<file path="config.mk">
export PLATFORM = sky130hd
export DESIGN_NAME = urx_uart_async_receiver
export DESIGN_NICKNAME = d
export VERILOG_FILES = /design/src/urx_pkg.sv /design/src/urx_uart_async_receiver.sv
export SDC_FILE = /design/constraint.sdc
export NUM_CORES = 1
export LEC_CHECK = 0
export BUFFER_PORTS_ARGS = -buffer_cell sky130_fd_sc_hd__buf_2
export CORE_MARGIN = 5
export CORE_UTILIZATION = 55
export CTS_BUF_LIST = sky130_fd_sc_hd__clkbuf_2 sky130_fd_sc_hd__clkbuf_4 sky130_fd_sc_hd__clkbuf_8
export CTS_CLUSTER_SIZE = 16
export DETAILED_ROUTE_END_ITERATION = 16
export PLACE_DENSITY_LB_ADDON = 0.25
export SLEW_MARGIN = 25
export SYNTH_ARGS = -nofsm -noshare
export SYNTH_HDL_FRONTEND = slang
export SYNTH_SLANG_ARGS = --single-unit
export TNS_END_PERCENT = 100
</file>
<file path="constraint.sdc">
create_clock -name clk_i -period 6.1 [get_ports clk_i]
set_input_delay 1.22 -clock clk_i [delete_from_list [all_inputs] [get_ports clk_i]]
set_output_delay 1.22 -clock clk_i [all_outputs]
set_load 0.005 [all_outputs]
</file>
<file path="src/urx_pkg.sv">
// urx_pkg: register map, field layouts and timing constants of the async receiver
// Behaviour
// - line oversampled at sixteen ticks per bit
// - finished characters enter a two-entry FIFO
// - characters reachable only through receive data register
// - runs only with receive, port enabled, async
// - port enable forces receive pin to input
// - port enable forces transmit pin output, latch cut
// - falling line edge starts a character
// - half a bit later start must be low
// - high start centre aborts silently, hunt again
// - each data bit voted at centre, shifted in
// - stop sample low sets framing error, else clear
// - after stop, push character and raise flag
// - data read returns and removes oldest character
// - after overrun, no further characters are accepted
// - flag high while enabled and characters unread
// - receive flag ignores software writes
// - interrupt needs all three enables set
// - flag follows occupancy regardless of interrupt enables
// - third character on full FIFO sets overrun
// - framing bit stored per character, oldest shown
// - nine-bit mode shifts nine, ninth bit readable
package urx_pkg;

    // register byte offsets
    localparam logic [11:0] URX_CTRL_OFF   = 12'h000;
    localparam logic [11:0] URX_STATUS_OFF = 12'h004;
    localparam logic [11:0] URX_DATA_OFF   = 12'h008;

    // control register reset value
    localparam logic [6:0]  URX_CTRL_RST   = 7'h00;

    // status register bit positions
    localparam int          URX_ST_FLAG    = 0;
    localparam int          URX_ST_OVR     = 1;
    localparam int          URX_ST_FRAMING_ERROR_FLAG    = 2;
    localparam int          URX_ST_NINTH   = 3;
    localparam int          URX_ST_BUSY    = 4;

    // oversampling timing, in baud ticks within one bit
    localparam logic [3:0]  URX_TICK_VOTE  = 4'h8;   // third tick of the centre vote
    localparam logic [3:0]  URX_TICK_LAST  = 4'hF;   // last tick of a bit time
    localparam logic [3:0]  URX_BIT_LAST8  = 4'h7;   // last data bit, eight-bit mode
    localparam logic [3:0]  URX_BIT_LAST9  = 4'h8;   // last data bit, nine-bit mode
    localparam logic [1:0]  URX_FIFO_DEPTH = 2'h2;   // buffered characters

    // control register layout, bit 0 is the last field
    typedef struct packed {
        logic global_irq_enable;
        logic peripheral_irq_enable;
        logic receive_irq_enable;
        logic nine_bit_select;
        logic sync_select;
        logic receive_enable_bit;
        logic serial_port_enable;
    } urx_ctrl_t;

    // one buffered character with its framing status
    typedef struct packed {
        logic       framing_err;
        logic [8:0] data;
    } urx_char_t;

    // recovery state machine
    typedef enum logic [1:0] {
        URX_IDLE  = 2'b00,
        URX_START = 2'b01,
        URX_DATA  = 2'b10,
        URX_STOP  = 2'b11
    } urx_state_t;

endpackage : urx_pkg

</file>
<file path="src/urx_uart_async_receiver.sv">
// urx_uart_async_receiver: async serial receiver with APB registers and two-entry FIFO
//
// Added by the designer: the APB interface to the registers and the register addresses.
`timescale 1ns/100ps
module urx_uart_async_receiver
    import urx_pkg::*;
(
    // clock and reset
    input  wire logic        clk_i,
    input  wire logic        rst_i,
    // apb slave
    input  wire logic [11:0] paddr_i,
    input  wire logic        psel_i,
    input  wire logic        penable_i,
    input  wire logic        pwrite_i,
    input  wire logic [31:0] pwdata_i,
    output logic      [31:0] prdata_o,
    output logic             pready_o,
    output logic             pslverr_o,
    // sixteen-times baud tick from the baud generator
    input  wire logic        baud_tick_i,
    // receive pin and its port latch
    input  wire logic        receive_pin_i,
    input  wire logic        rx_pin_direction_bit_i,
    input  wire logic        rx_port_latch_i,
    output logic             receive_pin_o,
    output logic             receive_pin_oe_o,
    // transmit pin, transmitter serial output and port latch
    input  wire logic        tx_serial_i,
    input  wire logic        tx_pin_direction_bit_i,
    input  wire logic        tx_port_latch_i,
    output logic             transmit_pin_o,
    output logic             transmit_pin_oe_o,
    // receive interrupt request
    output logic             irq_o
);

    // decode of an apb address against a register offset
    function automatic logic addr_hit(input logic [11:0] addr, input logic [11:0] off);
        addr_hit = (addr == off);
    endfunction : addr_hit

    // majority of three samples
    function automatic logic majority3(input logic [2:0] s);
        majority3 = (s[0] & s[1]) | (s[0] & s[2]) | (s[1] & s[2]);
    endfunction : majority3

    // control and bus state
    urx_ctrl_t   ctrl_ff,       nxt_ctrl;       // software control bits
    logic [31:0] prdata_ff,     nxt_prdata;     // read data
    logic        pready_ff,     nxt_pready;     // access completion
    logic        pslverr_ff,    nxt_pslverr;    // unmapped address
    // pin state
    logic [2:0]  sync_ff;                       // receive pin synchroniser
    logic        line_ff,       nxt_line;       // filtered line level
    logic        line_d_ff;                     // filtered line, one cycle older
    logic [1:0]  vote_ff,       nxt_vote;       // two previous tick samples
    logic        rx_out_ff,     nxt_rx_out;     // receive pin output value
    logic        rx_oe_ff,      nxt_rx_oe;      // receive pin output enable
    logic        tx_out_ff,     nxt_tx_out;     // transmit pin output value
    logic        tx_oe_ff,      nxt_tx_oe;      // transmit pin output enable
    // recovery state
    urx_state_t  state_ff,      nxt_state;      // recovery state
    logic [3:0]  tick_ff,       nxt_tick;       // tick within a bit
    logic [3:0]  bit_ff,        nxt_bit;        // data bit index
    logic [8:0]  shift_ff,      nxt_shift;      // receive shift register
    // fifo state
    urx_char_t   fifo_ff [2];                   // buffered characters
    urx_char_t   nxt_fifo [2];
    logic        rd_ptr_ff,     nxt_rd_ptr;     // oldest entry
    logic        wr_ptr_ff,     nxt_wr_ptr;     // next free entry
    logic [1:0]  count_ff,      nxt_count;      // characters held
    logic        ovr_ff,        nxt_ovr;        // overrun flag
    logic        flag_ff,       nxt_flag;       // receive flag
    logic        irq_ff,        nxt_irq;        // interrupt request
    // combinational helpers
    logic        active;                        // receiver enabled for async
    logic        access;                        // first cycle of an apb access
    logic        pop;                           // data register read
    logic        push;                          // character finished
    urx_char_t   push_char;                     // character being pushed
    logic        vote;                          // majority of the centre samples
    logic [3:0]  last_bit;                      // final data bit index
    urx_char_t   head;                          // oldest character

    assign active   = ctrl_ff.serial_port_enable & ctrl_ff.receive_enable_bit
                      & ~ctrl_ff.sync_select;
    assign access   = psel_i & penable_i & ~pready_ff;
    assign pop      = access & ~pwrite_i & addr_hit(paddr_i, URX_DATA_OFF)
                      & (count_ff != 2'h0);
    assign vote     = majority3({vote_ff, line_ff});
    assign last_bit = ctrl_ff.nine_bit_select ? URX_BIT_LAST9 : URX_BIT_LAST8;
    assign head     = fifo_ff[rd_ptr_ff];

    // apb slave: one wait cycle, writes reach only the control register
    always_comb begin
        nxt_ctrl    = ctrl_ff;
        nxt_prdata  = prdata_ff;
        nxt_pready  = access;
        nxt_pslverr = 1'b0;
        if (access) begin
            nxt_prdata = 32'h0000_0000;
            if (addr_hit(paddr_i, URX_CTRL_OFF)) begin
                // control register read and write
                if (pwrite_i) begin
                    nxt_ctrl = urx_ctrl_t'(pwdata_i[6:0]);
                end else begin
                    nxt_prdata[6:0] = ctrl_ff;
                end
            end else if (addr_hit(paddr_i, URX_STATUS_OFF)) begin
                // status is read-only, writes are ignored
                if (!pwrite_i) begin
                    nxt_prdata[URX_ST_FLAG]  = flag_ff;
                    nxt_prdata[URX_ST_OVR]   = ovr_ff;
                    nxt_prdata[URX_ST_FRAMING_ERROR_FLAG]  = (count_ff != 2'h0) & head.framing_err;
                    nxt_prdata[URX_ST_NINTH] = (count_ff != 2'h0) & head.data[8];
                    nxt_prdata[URX_ST_BUSY]  = (state_ff != URX_IDLE);
                end
            end else if (addr_hit(paddr_i, URX_DATA_OFF)) begin
                // oldest character, the only way to the buffer
                if (!pwrite_i && count_ff != 2'h0) begin
                    nxt_prdata[7:0] = head.data[7:0];
                end
            end else begin
                // unmapped address
                nxt_pslverr = 1'b1;
            end
        end
    end

    // pin handling: glitch filter and forced directions
    always_comb begin
        nxt_line   = (sync_ff[1] == sync_ff[2]) ? sync_ff[2] : line_ff;
        nxt_vote   = baud_tick_i ? {vote_ff[0], line_ff} : vote_ff;
        // receive pin is an input whenever the port is enabled
        nxt_rx_oe  = ~nxt_ctrl.serial_port_enable & ~rx_pin_direction_bit_i;
        nxt_rx_out = rx_port_latch_i;
        // transmit pin is an output, latch disconnected, when the port is enabled
        if (nxt_ctrl.serial_port_enable) begin
            nxt_tx_oe  = 1'b1;
            nxt_tx_out = tx_serial_i;
        end else begin
            nxt_tx_oe  = ~tx_pin_direction_bit_i;
            nxt_tx_out = tx_port_latch_i;
        end
    end

    // recovery state machine
    always_comb begin
        nxt_state = state_ff;
        nxt_tick  = tick_ff;
        nxt_bit   = bit_ff;
        nxt_shift = shift_ff;
        push      = 1'b0;
        push_char = '0;
        if (!active) begin
            nxt_state = URX_IDLE;
        end else begin
            unique case (state_ff)
                URX_IDLE: begin
                    // hunt for a falling edge unless stalled by overrun
                    if (line_d_ff && !line_ff && !ovr_ff) begin
                        nxt_state = URX_START;
                        nxt_tick  = 4'h0;
                    end
                end
                URX_START: begin
                    // check the start bit at its centre
                    if (baud_tick_i) begin
                        nxt_tick = tick_ff + 4'h1;
                        if (tick_ff == URX_TICK_VOTE && vote) begin
                            nxt_state = URX_IDLE;
                        end else if (tick_ff == URX_TICK_LAST) begin
                            nxt_state = URX_DATA;
                            nxt_bit   = 4'h0;
                        end
                    end
                end
                URX_DATA: begin
                    // sample each data bit at its centre, lsb first
                    if (baud_tick_i) begin
                        nxt_tick = tick_ff + 4'h1;
                        if (tick_ff == URX_TICK_VOTE) begin
                            nxt_shift = {vote, shift_ff[8:1]};
                        end
                        if (tick_ff == URX_TICK_LAST) begin
                            if (bit_ff == last_bit) begin
                                nxt_state = URX_STOP;
                            end else begin
                                nxt_bit = bit_ff + 4'h1;
                            end
                        end
                    end
                end
                URX_STOP: begin
                    // stop sample decides framing, then the character is pushed
                    if (baud_tick_i && tick_ff == URX_TICK_VOTE) begin
                        push                  = 1'b1;
                        push_char.framing_err = ~vote;
                        push_char.data        = ctrl_ff.nine_bit_select ? shift_ff
                                                : {1'b0, shift_ff[8:1]};
                        nxt_state             = URX_IDLE;
                    end else if (baud_tick_i) begin
                        nxt_tick = tick_ff + 4'h1;
                    end
                end
            endcase
        end
    end

    // fifo, overrun, flag and interrupt
    always_comb begin
        nxt_fifo   = fifo_ff;
        nxt_rd_ptr = rd_ptr_ff;
        nxt_wr_ptr = wr_ptr_ff;
        nxt_count  = count_ff;
        nxt_ovr    = ovr_ff & ctrl_ff.receive_enable_bit
                     & ctrl_ff.serial_port_enable;
        if (pop) begin
            nxt_rd_ptr = ~rd_ptr_ff;
            nxt_count  = nxt_count - 2'h1;
        end
        if (push) begin
            if (count_ff == URX_FIFO_DEPTH && !pop) begin
                nxt_ovr = 1'b1;
            end else begin
                nxt_fifo[wr_ptr_ff] = push_char;
                nxt_wr_ptr          = ~wr_ptr_ff;
                nxt_count           = nxt_count + 2'h1;
            end
        end
        if (!ctrl_ff.serial_port_enable) begin
            // port reset empties the buffer and its framing status
            nxt_rd_ptr = 1'b0;
            nxt_wr_ptr = 1'b0;
            nxt_count  = 2'h0;
        end
        nxt_flag = nxt_ctrl.serial_port_enable & nxt_ctrl.receive_enable_bit
                   & ~nxt_ctrl.sync_select & (nxt_count != 2'h0);
        nxt_irq  = nxt_flag & nxt_ctrl.receive_irq_enable
                   & nxt_ctrl.peripheral_irq_enable
                   & nxt_ctrl.global_irq_enable;
    end

    // register stage for every state group
    always_ff @(posedge clk_i) begin
        if (rst_i) begin
            ctrl_ff    <= urx_ctrl_t'(URX_CTRL_RST);
            prdata_ff  <= 32'h0000_0000;
            pready_ff  <= 1'b0;
            pslverr_ff <= 1'b0;
            sync_ff    <= 3'h7;
            line_ff    <= 1'b1;
            line_d_ff  <= 1'b1;
            vote_ff    <= 2'h3;
            rx_out_ff  <= 1'b0;
            rx_oe_ff   <= 1'b0;
            tx_out_ff  <= 1'b0;
            tx_oe_ff   <= 1'b0;
            state_ff   <= URX_IDLE;
            tick_ff    <= 4'h0;
            bit_ff     <= 4'h0;
            shift_ff   <= 9'h000;
            fifo_ff[0] <= '0;
            fifo_ff[1] <= '0;
            rd_ptr_ff  <= 1'b0;
            wr_ptr_ff  <= 1'b0;
            count_ff   <= 2'h0;
            ovr_ff     <= 1'b0;
            flag_ff    <= 1'b0;
            irq_ff     <= 1'b0;
        end else begin
            ctrl_ff    <= nxt_ctrl;
            prdata_ff  <= nxt_prdata;
            pready_ff  <= nxt_pready;
            pslverr_ff <= nxt_pslverr;
            sync_ff    <= {sync_ff[1:0], receive_pin_i};
            line_ff    <= nxt_line;
            line_d_ff  <= line_ff;
            vote_ff    <= nxt_vote;
            rx_out_ff  <= nxt_rx_out;
            rx_oe_ff   <= nxt_rx_oe;
            tx_out_ff  <= nxt_tx_out;
            tx_oe_ff   <= nxt_tx_oe;
            state_ff   <= nxt_state;
            tick_ff    <= nxt_tick;
            bit_ff     <= nxt_bit;
            shift_ff   <= nxt_shift;
            fifo_ff    <= nxt_fifo;
            rd_ptr_ff  <= nxt_rd_ptr;
            wr_ptr_ff  <= nxt_wr_ptr;
            count_ff   <= nxt_count;
            ovr_ff     <= nxt_ovr;
            flag_ff    <= nxt_flag;
            irq_ff     <= nxt_irq;
        end
    end

    // outputs straight from flip-flops
    assign prdata_o          = prdata_ff;
    assign pready_o          = pready_ff;
    assign pslverr_o         = pslverr_ff;
    assign receive_pin_o     = rx_out_ff;
    assign receive_pin_oe_o  = rx_oe_ff;
    assign transmit_pin_o    = tx_out_ff;
    assign transmit_pin_oe_o = tx_oe_ff;
    assign irq_o             = irq_ff;
endmodule : urx_uart_async_receiver

</file>
=== After elaboration in Yosys (flattened, before gate mapping) ===
Index checks and enable logic that the tools add are counted.

* Register bits: 74
* Latch bits: 0
* RAM bits: 0
* Memory bits (read-only): 0
* Output and inout port bits: 39
* Word-level logic and storage cells: 180
* Memories kept: 0

* $add $sub $neg: 4
* $mul: 0
* Divide/modulo/power cells: 0
* Magnitude comparators: 3
* Eq/ne operators: 21
* Shifts and indexed selects: 0
* Muxes and demuxes: 54
* Bitwise logic cells: 39
* Reductions and logical operators: 27

{| class="wikitable"
|+ Operator list
! cell !! count
|-
| $mux W10 || 7
|-
| $mux W4 || 10
|-
| $mux W7 || 5
|-
| $mux W2 || 12
|-
| $and A1 B1 Y1 || 21
|-
| $bwmux W20 || 1
|-
| $ne A2 B2 Y1 const B || 10
|-
| $mux W8 || 2
|-
| $not A1 Y1 || 14
|-
| $eq A12 B3 Y1 const B || 1
|-
| $eq A12 B4 Y1 const B || 1
|-
| $logic_not A12 Y1 || 1
|-
| $pmux W4 S3 || 1
|-
| $demux W10 S1 || 1
|-
| $mux W5 || 2
|-
| $mux W1 || 9
|-
| $mux W9 || 1
|-
| $add A4 B1 Y4 const B || 2
|-
| $eq A4 B4 Y1 const B || 2
|-
| $pmux W2 S4 || 1
|-
| $pmux W4 S2 || 1
|-
| $reduce_and A8 Y1 || 1
|-
| $reduce_bool A2 Y1 || 4
|-
| $logic_and A1 B1 Y1 || 7
|-
| 20 further kinds || 31
|}

=== Logic depth before layout (Yosys ltp) ===
Gate-level depths: netlist (run 1).

* Depth in word-level cells: 15
* Mapped depth: 8

=== Worst setup path before layout (run 1) ===
No wires, ideal clock.

* Kind: input -> register
* Start point: input port paddr_i[1]
* End point: register tx_out_ff, in the netlist transmit_pin_o
* Setup time: 128 ps
* Data arrival time: 2810 ps
* Data required time: 5972 ps
* Path slack: 3163 ps
* Cell stages on the path: 6
* Path through: or4_4 > nor4_4 > buf_6 > mux2i_1 > mux2i_1 > nor2_1

* Word-level cells in the longest chain between the ends: 4

{| class="wikitable"
|+ Ends and longest elaborated chain
! element !! line !! source
|-
| start, declared || urx_uart_async_receiver.sv:12 || <nowiki>input wire logic [11:0] paddr_i,</nowiki>
|-
| $logic_not A12 Y1 || urx_uart_async_receiver.sv:40 || <nowiki>addr_hit = (addr == off);</nowiki>
|-
| $mux W7 || urx_uart_async_receiver.sv:103 || <nowiki>if (addr_hit(paddr_i, URX_CTRL_OFF)) begin</nowiki>
|-
| $mux W7 || urx_uart_async_receiver.sv:101 || <nowiki>if (access) begin</nowiki>
|-
| $mux W1 || urx_uart_async_receiver.sv:139 || <nowiki>if (nxt_ctrl.serial_port_enable) begin</nowiki>
|-
| end signal, assigned || urx_uart_async_receiver.sv:283 || <nowiki>tx_out_ff <= nxt_tx_out;</nowiki>
|-
| end, declared || urx_uart_async_receiver.sv:60 || <nowiki>logic tx_out_ff, nxt_tx_out;</nowiki>
|}

Every way passes these cells.
A chain may end at the register's enable or synchronous reset.

=== Worst setup path in the final report (run 1) ===
Ends and elaborated chain as after synthesis.

==> impl_summary.txt, run 1 <==
----------------------------------------------------
[Clocking]
  Number of instances resized during post-cts repair ... 0
  TritonCTS Buffers ... 9
  Latest clock arrival within the worst-skew pair ... 0.35 ns
  H-Tree Depth ... 3
  Root Buffer Master ... clkbuf_8
  Buffer count from post-CTS setup fixing ... 0
  CTS tree ... built
  CTS clock-pin slew for the worst setup and hold paths ... 0.07 ns
  Clock Tree Buf Depth ... 2
  Post-cts hold buffer count ... 0
  Clock sink total ... between 70 and 80

[Cells and area]
  Most common cell after layout, fill and taps aside ... dfxtp_1
  Number of fill cells in the layout ... 609
  Fraction of layout cells with a size suffix above 1 ... 0.200
  Count of placed standard cells in the final layout, fillers left out ... 560
  Area growth from synthesis to layout ... 9.59%
  Number of antenna diodes ... 0
  Most frequent cells in the layout ... dfxtp_1 (74), buf_2 (45), mux2i_1 (43), nand2_1 (35), nor2_1 (31)
  Post-layout net count ... roughly 520

[GRT]
  Number of antenna violations at the first check in global routing ... 0
  Vias in the first global route ... 2,760
  Pin count of the biggest net entering global routing ... 79
  GR Overflow Total ... 0
  Overall Global Routing Usage ... 0.192
  Wire length of the first global-routing pass ... 13,100 um

[Placement]
  RD Place Congestion ... 0.863
  Port buffer count ... 45
  HPWL after detailed placement ... roughly 5900 um
  Cell total after placement ... 545

[Worst setup path]
  Required arrival time at the worst endpoint ... 6.31 ns
  Cell with the biggest individual delay on the critical path ... nor4_4
  Category of cells accounting for the largest share of critical-path delay ... simple AND/OR/NAND/NOR gates
  Class of the most critical setup path ... primary input to flip-flop
  Data arrival time of the critical path ... 3.47 ns
  Cell seen most often among critical-path stages ... mux2i_1
  CP Max Fanout ... 9
  Number of buffers and inverters on the critical path ... 1
  Critical Path Max Stage Delay ... 0.82 ns
  Crit path launch type ... primary input
  Ordered cell list for the critical path ... buf_2 > or4_4 > nor4_4 > mux2i_1 > mux2i_1 > nor2_1
  Critical path capture point type ... flip-flop

[STA]
  Slew @ Worst Pin ... 0.890 ns
  Headroom to the max-slew limit ... 0.402
  Pins Over Slew Limit ... 0
  Final hold vios ... 0
  Final setup violating endpoints ... 0
  Share of the clock period used by the worst path after layout ... 0.534
  Final period demand of the worst path ... between 3 and 4 ns
  Clock skew ... 0.00849 ns
  Worst Hold Slack ... 0.413 ns
  Sum of negative setup slack ... 0 ns
  Setup repair after global routing missed its margin ... false
  Max Fclk ... 307 MHz

[Synthesis]
  Count of flip-flops with a built-in enable after synthesis ... 0
  Sequential share of the synthesized area ... 0.386
  Cells after synthesis ... 424
  Total standard cell area after synthesis ... 3840 um2
  Async set-reset flop share out of synthesis ... 0
  Prevailing post-synth register cell ... dfxtp_1
  Number of storage elements in the synthesis netlist ... 74
  Number of library cell types mapped by synthesis ... 60
  Avg Inst Size Synth ... 9.05 um2
  Syn. warnings ... 0

[Drt]
  First-pass iteration count of the detailed router ... 4
  Uppermost metal layer occupied by signal nets ... met4
  DRT iter0 DRCs ... 162
  Post-Route M1 WL ... between 3000 and 4000 um
  Detail-routed via count per cell ... 5.44
  Number of antenna-violating nets in the routed design ... 0
  Wirelength, routed ... 8040 um
  Met2 wire length ... 3810 um
  Number of remaining DRC errors ... 0
  Routed wl met3 ... 485 um
  Mean routed wirelength per cell ... 14.4 um
  Vias ... 3,047

[Power and ir drop]
  Power density cells ... 217 nW/um2
  Leak pwr ... 1.64 nW
  Worst vdd ir ... 0.000154 V

[Min path]
  Worst hold path type ... flip-flop to flip-flop

[Floorplan]
  Die height ... 93.5 um
  Horiz. Die Dim ... 93.5 um
  Cell row count ... 30
  Floorplan Core Area ... 6790 um2
  Top-level I/O count ... 95
  Die Area ... 8750 um2
  Initial Util ... 0.565

[Outcome]
  Result of the run ... complete, no violations

[Run]
  Number of max-capacitance violations reported ... 0

----------------------------------------------------
worst reg2reg max path: cells and delay by family (launching register included):
family / cells / cell delay (ns)
buffers and inverters: 1 / 0.12
AOI/OAI and AO/OA: 1 / 0.16
muxes: 1 / 0.21
and+or+nand+nor: 3 / 1.31
DFF: 1 / 0.41
adders and majority gates: 1 / 0.27
synthesized netlist by cell type, types with 2 or more instances:
library cell / count / area share
a211o_1: 3 / 0.0069
nand2_1: 35 / 0.034
or2_2: 15 / 0.024
nor4_4: 2 / 0.011
nand4b_1: 3 / 0.0069
nor3b_1: 4 / 0.0078
or3_1: 4 / 0.0065
a31oi_1: 2 / 0.0033
nand3b_1: 4 / 0.0078
nor4_1: 6 / 0.0098
and3_1: 4 / 0.0065
buf_2: 3 / 0.0039
ha_1: 5 / 0.016
and3b_1: 2 / 0.0046
or4_4: 3 / 0.0088
a221oi_1: 2 / 0.0046
nor2b_1: 4 / 0.0065
nand2b_1: 24 / 0.039
o31a_1: 2 / 0.0046
nor3_1: 11 / 0.014
nand3_1: 12 / 0.016
o21ai_0: 7 / 0.0091
clkbuf_1: 15 / 0.015
o22ai_1: 2 / 0.0033
a211oi_1: 5 / 0.0098
a311oi_1: 2 / 0.0046
dfxtp_1: 74 / 0.39
nand4_1: 10 / 0.016
a21oi_1: 17 / 0.022
mux2i_1: 43 / 0.11
nor2_1: 32 / 0.031
buf_4: 24 / 0.047
a2bb2oi_1: 2 / 0.0046
a222oi_1: 3 / 0.0078
mux2_2: 8 / 0.023
inv_1: 6 / 0.0059
layout make-up:
type | count | area [um2] | share of cell area
Clock inverter | 3 | 40.0 | 0.00952
Sequential cell | 74 | 1480 | 0.352
Multi-Input combinational cell | 323 | 2150 | 0.513
Timing Repair Buffer | 46 | 233 | 0.0554
Tap cell | 96 | 120 | 0.0286
Clock buffer | 12 | 153 | 0.0363
Inverter | 6 | 22.5 | 0.00536
per-layer routing:
| metal | global-route usage | vias to the layer above |
|---|---|---|
| met5 | 0 | - |
| met4 | 0.0855 | 0 |
| met3 | 0.0434 | 11 |
| met2 | 0.301 | 81 |
| met1 | 0.251 | 1403 |
| li1 | - | 1552 |
registers in the layout, summed over array words and instances (netlist names), 2 cells and up, named ones only:
| register | flops |
|---|---|
| shift_ff | 9 |
| prdata_o | 8 |
| vote_ff | 2 |
| sync_ff | 3 |
| ctrl_ff | 7 |
| tick_ff | 4 |
| count_ff | 2 |
| fifo_ff | 20 |
| bit_ff | 4 |
cells by family (layout without fill, tap and decap cells):
| kind of cell | after synthesis | count (layout) | share of synthesized area |
|---|---|---|---|
| compound gates | 58 | 58 | 0.106 |
| xor+xnor | 1 | 1 | 0.00228 |
| fa+ha+maj | 6 | 6 | 0.0189 |
| buf+inv | 50 | 67 | 0.0753 |
| flops | 74 | 74 | 0.386 |
| mux | 52 | 52 | 0.140 |
| other cells | 1 | 24 | 0.000978 |
| simple gates | 182 | 182 | 0.271 |
power breakdown:
| group | internal, mW | switching (mW) |
|---|---|---|
| Combinational | 0.0202 | 0.0288 |
| Sequential | 0.489 | 0.00252 |
| Clock | 0.206 | 0.168 |
| Total | 0.715 | 0.199 |
per-stage QoR:
stage	area [um2]	util	setup slack, ns	power (mW)
after floorplan	3920	-	3.16	0.540
after global placement	4010	0.590	2.49	0.550
after detailed placement	4010	0.590	2.45	0.551
after CTS	4200	0.618	2.82	0.924
after global routing	4200	0.619	2.77	0.954
final	4200	0.619	2.84	0.914
worst paths after layout:
check,to,slack [ns],cells past startpoint,from
max,transmit_pin_o,2.84,6,paddr_i[1]
min reg2reg,sync_ff[1],0.41,1,sync_ff[0]
min,sync_ff[1],0.41,1,sync_ff[0]
max reg2reg,fifo_ff[15],3.48,7,count_ff[0]
Power figures use the tool's default switching activity.
==> run 2: changes to the inputs <==
Clock period 6.1 ns to 3.2 ns, I/O delays scaled along.
==> run 2 against run 1 <==
Effect of this change:
- hold slack better by 0.0044 ns
- cell count increased by 1.1%
- flip-flop and latch count stayed put
- core utilization rose by 0.46 points
- register-to-register slack got worse by 2.6 ns
- wire length up 4.4%
- design area increased by 0.74%
- global-route usage grew 0.61 points
- first-iteration DRC count up 6.2%
- critical path type unchanged
- largest power group unchanged
==> impl_summary.txt, run 2 (synthesis results as in run 1) <==
----------------------------------------------------
[Outcome]
  Result of the run ... complete, no violations

[Cells and area]
  Number of fill cells in the layout ... 598
  Post-layout net count ... 526
  Area occupied by registers ... 1480 um2
  Register containing the most flip-flops in the final layout ... fifo_ff
  Post-route standard cell area excluding fillers ... 4240 um2
  Total area of multi-input combinational cells ... 2150 um2
  Most common cell after layout, fill and taps aside ... dfxtp_1
  Count of placed standard cells in the final layout, fillers left out ... 566
  Max FFs per register ... 20
  Number of antenna diodes ... 0
  Most frequent cells in the layout ... dfxtp_1 (74), buf_2 (45), mux2i_1 (43), nand2_1 (35), nor2_1 (32)
  Fraction of layout cells with a size suffix above 1 ... 0.209
  Area growth from synthesis to layout ... 10.4%

[Clocking]
  Number of instances resized during post-cts repair ... 0
  Post-cts hold buffer count ... 0
  Root Buffer Master ... clkbuf_8
  Latest clock arrival within the worst-skew pair ... 0.35 ns
  H-Tree Depth ... 3
  Clock Tree Buf Depth ... 2
  CTS tree ... built
  CTS clock-pin slew for the worst setup and hold paths ... 0.07 ns
  Clock sink total ... 74
  TritonCTS Buffers ... 9
  Buffer count from post-CTS setup fixing ... 0

[Floorplan]
  Die height ... 93.5 um
  Floorplan Core Area ... 6790 um2
  Horiz. Die Dim ... 93.5 um
  Initial Util ... 0.565
  Top-level I/O count ... 95
  Cell row count ... 30
  Die Area ... 8750 um2

[STA]
  Max Fclk ... roughly 420 MHz
  Share of the clock period used by the worst path after layout ... 0.741
  Final period demand of the worst path ... 2.37 ns
  Final setup violating endpoints ... 0
  Sum of negative setup slack ... 0 ns
  Slew @ Worst Pin ... 0.953 ns
  Final hold vios ... 0
  Setup repair after global routing missed its margin ... false
  Pins Over Slew Limit ... 0
  Headroom to the max-slew limit ... 0.360
  Clock skew ... 0.00518 ns

[Worst setup path]
  Required arrival time at the worst endpoint ... between 3 and 4 ns
  Cell with the biggest individual delay on the critical path ... or4_4
  Logic depth of the worst path, buffers included ... 7
  CP Max Fanout ... 5
  Category of cells accounting for the largest share of critical-path delay ... simple AND/OR/NAND/NOR gates
  Number of buffers and inverters on the critical path ... 2
  Worst reg2reg setup slack ... 0.86 ns
  R2r endpoint ... fifo_ff[18]
  Class of the most critical setup path ... primary input to flip-flop
  Setup crit end ... flag_ff
  Critical path capture point type ... flip-flop
  Critical path origin ... paddr_i[1]
  R2R depth ... 7
  Critical Path Max Stage Delay ... 0.58 ns
  Data arrival time of the critical path ... 2.65 ns
  Crit path launch type ... primary input
  Ordered cell list for the critical path ... buf_2 > or4_4 > nor4_4 > buf_4 > mux2i_1 > nand4_1 > o22ai_1
  RR Startpoint ... count_ff[0]

[Placement]
  Cell total after placement ... 550
  HPWL after detailed placement ... between 6000 and 7000 um
  RD Place Congestion ... 0.850
  Port buffer count ... 45
  Post-DP Area ... 4050 um2

[GRT]
  Pin count of the biggest net entering global routing ... 46
  GRT met1 Usage ... 0.245
  Most Used Layer, Global Route ... met2
  Number of antenna violations at the first check in global routing ... 0
  Overall Global Routing Usage ... 0.198
  Met2 Track Usage GR ... 0.331
  GR Overflow Total ... 0
  Wire length of the first global-routing pass ... 13,700 um
  Vias in the first global route ... 2,848
  GR Util met3 ... 0.0595

[Drt]
  Number of remaining DRC errors ... 0
  Mean routed wirelength per cell ... 14.8 um
  Number of antenna-violating nets in the routed design ... 0
  First-pass iteration count of the detailed router ... 5
  Detail-routed via count per cell ... 5.55
  Wirelength, routed ... about 8400 um
  Vias ... 3,143
  DRT iter0 DRCs ... roughly 170

[Power and ir drop]
  Worst vdd ir ... 0.000465 V
  Power density cells ... 409 nW/um2
  Post-layout power ... 1.73 mW
  Leak pwr ... about 1.7 nW

[Min path]
  Worst hold path type ... flip-flop to flip-flop

[Run]
  Number of max-capacitance violations reported ... 0

----------------------------------------------------
## run 2: cell types whose count changed in the layout (fill, tap and decap cells not counted)
cell        previous run  this run
buf_4                  1         6
nor2_1                31        32
clkinvlp_4             0         1
clkinv_2               2         4
nor2_2                 1         0
clkbuf_4               2         1
clkbuf_8              10         9
## run 2: worst register-to-register path, stage by stage (launching register included)
cell and delay, ns:
dfxtp_1 0.42, inv_1 0.12, ha_1 0.27, nor2_1 0.19, and4_1 0.26, a21boi_1 0.10
or3_1 0.64, mux2i_1 0.21
## run 2: metal layers
layer	wire length [um]	vias to the layer above
met5	0	-
met4	130	0
met3	483	11
met2	3990	96
met1	3790	1480
li1	-	1556
## run 2: worst min-delay path by stage
stage / cells after the start / to / slack [ns] / from
after floorplan: 1 / sync_ff[1] / 0.39 / sync_ff[0]
after global placement: 1 / sync_ff[1] / 0.39 / sync_ff[0]
after detailed placement: 1 / sync_ff[1] / 0.40 / sync_ff[0]
after CTS: 1 / sync_ff[1] / 0.42 / sync_ff[0]
after global routing: 2 / receive_pin_oe_o / 0.42 / rx_pin_direction_bit_i
final: 1 / sync_ff[1] / 0.42 / sync_ff[0]
## run 2: layout make-up
class | count | share of cell area
Clock buffer | 10 | 0.0310
Clock inverter | 6 | 0.0136
Inverter | 6 | 0.00532
Multi-Input combinational cell | 323 | 0.508
Sequential cell | 74 | 0.350
Tap cell | 96 | 0.0284
Timing Repair Buffer | 51 | 0.0638
## run 2: where the power goes
group | switching [mW] | total (mW) | internal (mW)
logic | 0.0571 | 0.0972 | 0.0401
registers | 0.00478 | 0.936 | 0.931
clock network | 0.336 | 0.699 | 0.363
## run 2: stage by stage
stage	util	setup WS, ns	hold slack [ns]
2_1_floorplan	-	0.843	0.389
3_3_place_gp	0.596	0.488	0.394
3_5_place_dp	0.596	0.479	0.400
4_1_cts	0.623	0.853	0.420
5_1_grt	0.623	0.716	0.423
6_report	0.623	0.830	0.417
==> run 3: changes to the inputs <==
Settings changed: CORE_UTILIZATION 55 to 50.
Clock period 3.2 ns to 2 ns, I/O delays scaled along.
==> run 3 against run 2 <==
Effect of this change:
- flip-flop and latch count did not move
- core utilization shrank 2.0 points
- wire length rose by 8.6%
- setup slack worse by 0.73 ns
- global-route usage decreased by 0.58 points
- register-to-register slack got worse by 0.76 ns
- largest power group unchanged
==> impl_summary.txt, run 3 (synthesis results as in run 1) <==
----------------------------------------------------
[GRT]
  GR Overflow Total ... 0
  Pin count of the biggest net entering global routing ... 37
  Wire length of the first global-routing pass ... 15,000 um
  Vias in the first global route ... 3,144
  Overall Global Routing Usage ... 0.192
  Number of antenna violations at the first check in global routing ... 0

[Clocking]
  CTS tree ... built
  Clock Tree Buf Depth ... 2
  CTS clock-pin slew for the worst setup and hold paths ... 0.08 ns
  Latest clock arrival within the worst-skew pair ... 0.35 ns
  Clock sink total ... 74
  Root Buffer Master ... clkbuf_8
  TritonCTS Buffers ... 9
  H-Tree Depth ... 3

[STA]
  Headroom to the max-slew limit ... 0.649
  Max Fclk ... 527 MHz
  Final period demand of the worst path ... 1.90 ns
  Worst Setup Slack, final ... 0.101 ns
  Clock skew ... 0.0132 ns
  Final hold vios ... 0
  Final setup violating endpoints ... 0
  Sum of negative setup slack ... 0 ns
  Share of the clock period used by the worst path after layout ... 0.949
  Pins Over Slew Limit ... 0
  Slew @ Worst Pin ... 0.526 ns

[Power and ir drop]
  Leak pwr ... about 1.9 nW
  Worst vdd ir ... 0.000425 V
  Power spent charging and discharging nets ... around 0.66 mW
  Relative contribution of the clock network to total power ... 0.458
  Post-layout power ... 3.08 mW
  Internal power ... 2.42 mW
  Power density cells ... about 670 nW/um2
  Combinational fraction of design power ... 0.056
  Switch share ... 0.214
  Fraction of power consumed by sequential logic ... 0.486

[Cells and area]
  Max FFs per register ... 20
  Post-layout net count ... 559
  Most frequent cells in the layout ... dfxtp_1 (73), buf_2 (45), mux2i_1 (42), buf_4 (37), nand2_1 (35)
  Post-route core utilization ... 0.603
  Fraction of layout cells with a size suffix above 1 ... 0.274
  Most common cell after layout, fill and taps aside ... dfxtp_1
  Count of placed standard cells in the final layout, fillers left out ... around 610
  Register containing the most flip-flops in the final layout ... fifo_ff
  Number of fill cells in the layout ... 687
  Area growth from synthesis to layout ... 19.6%
  Number of antenna diodes ... 0

[Placement]
  Port buffer count ... 45
  Setup slack at placement ... -0.190 ns
  Cell total after placement ... 588
  RD Place Congestion ... 0.886
  HPWL after detailed placement ... 6730 um

[Floorplan]
  Initial Util ... 0.504
  Horiz. Die Dim ... between 90 and 100 um
  Floorplan Core Area ... 7610 um2
  Die Area ... 9520 um2
  Top-level I/O count ... 95
  Die height ... 97.6 um
  Cell row count ... 32

[Drt]
  Mean routed wirelength per cell ... 15.1 um
  DRT iter0 DRCs ... 108
  Number of remaining DRC errors ... 0
  First-pass iteration count of the detailed router ... 5
  Number of antenna-violating nets in the routed design ... 0
  Wirelength, routed ... 9120 um
  Vias ... about 3.3k
  Detail-routed via count per cell ... between 5 and 6

[Worst setup path]
  Class of the most critical setup path ... flip-flop to flip-flop
  Required arrival time at the worst endpoint ... 2.28 ns
  Critical path capture point type ... flip-flop
  Data arrival time of the critical path ... 2.18 ns
  CP Max Fanout ... 7
  Crit path launch type ... flip-flop

[Outcome]
  Result of the run ... complete, no violations

[Run]
  Number of max-capacitance violations reported ... 0

[Min path]
  Worst hold path type ... primary input to flip-flop

----------------------------------------------------
[run 3: repair_timing]
| item | 4_1_cts | 5_1_grt |
|---|---|---|
| setup buffers | 0 | 1 |
| resized for setup | 0 | 7 |
| setup endpoints to repair | 0 | 13 |
| hold buffers | 0 | 0 |
[run 3: layer usage]
metal	up-vias	wire, um	global-route usage	share of wire
li1	1629	-	-	-
met1	1559	4050	0.249	0.44
met2	113	4320	0.305	0.47
met3	14	607	0.0510	0.067
met4	0	142	0.0745	0.016
met5	-	0	0	0
[run 3: worst paths after layout]
kind                                    endpoint                   start  slack, ns  cells after the start
worst max-delay path                   bit_ff[0]              tick_ff[0]       0.10                      7
worst min-delay path            receive_pin_oe_o  rx_pin_direction_bit_i       0.20                      2
worst max register to register         bit_ff[0]              tick_ff[0]       0.10                      7
worst min register to register        sync_ff[1]              sync_ff[0]       0.41                      1
[run 3: power by group through the flow]
stage / sequential (mW) / clock [mW] / combinational, mW
global route: 1.50 / 1.52 / 0.191
detailed placement: 1.53 / 0 / 0.171
finish: 1.50 / 1.41 / 0.173
floorplan: 1.53 / 0 / 0.114
global placement: 1.53 / 0 / 0.168
CTS: 1.50 / 1.43 / 0.172
[run 3: metrics by stage]
step | hold WS [ns] | cell area [um2]
after floorplan | 0.389 | 3940
after global placement | 0.393 | 4320
after detailed placement | 0.394 | 4320
after CTS | 0.189 | 4560
after global routing | 0.173 | 4590
final | 0.195 | 4590
[run 3: final cells by class]
type                            count  area, um2  area share
Multi-Input combinational cell    323       2180       0.475
Sequential cell                    74       1480       0.323
Timing Repair Buffer               84        534       0.116
Clock buffer                       11        139      0.0303
Tap cell                          102        128      0.0278
Clock inverter                      5        103      0.0224
Inverter                            6       22.5     0.00491
[run 3: critical path, stage by stage (launching register included)]
cell and delay, ns:
dfxtp_1 0.35, inv_1 0.05, ha_1 0.20, and3b_2 0.25, a211o_1 0.29, o31a_1 0.12, or4_1 0.40, a21oi_1 0.16
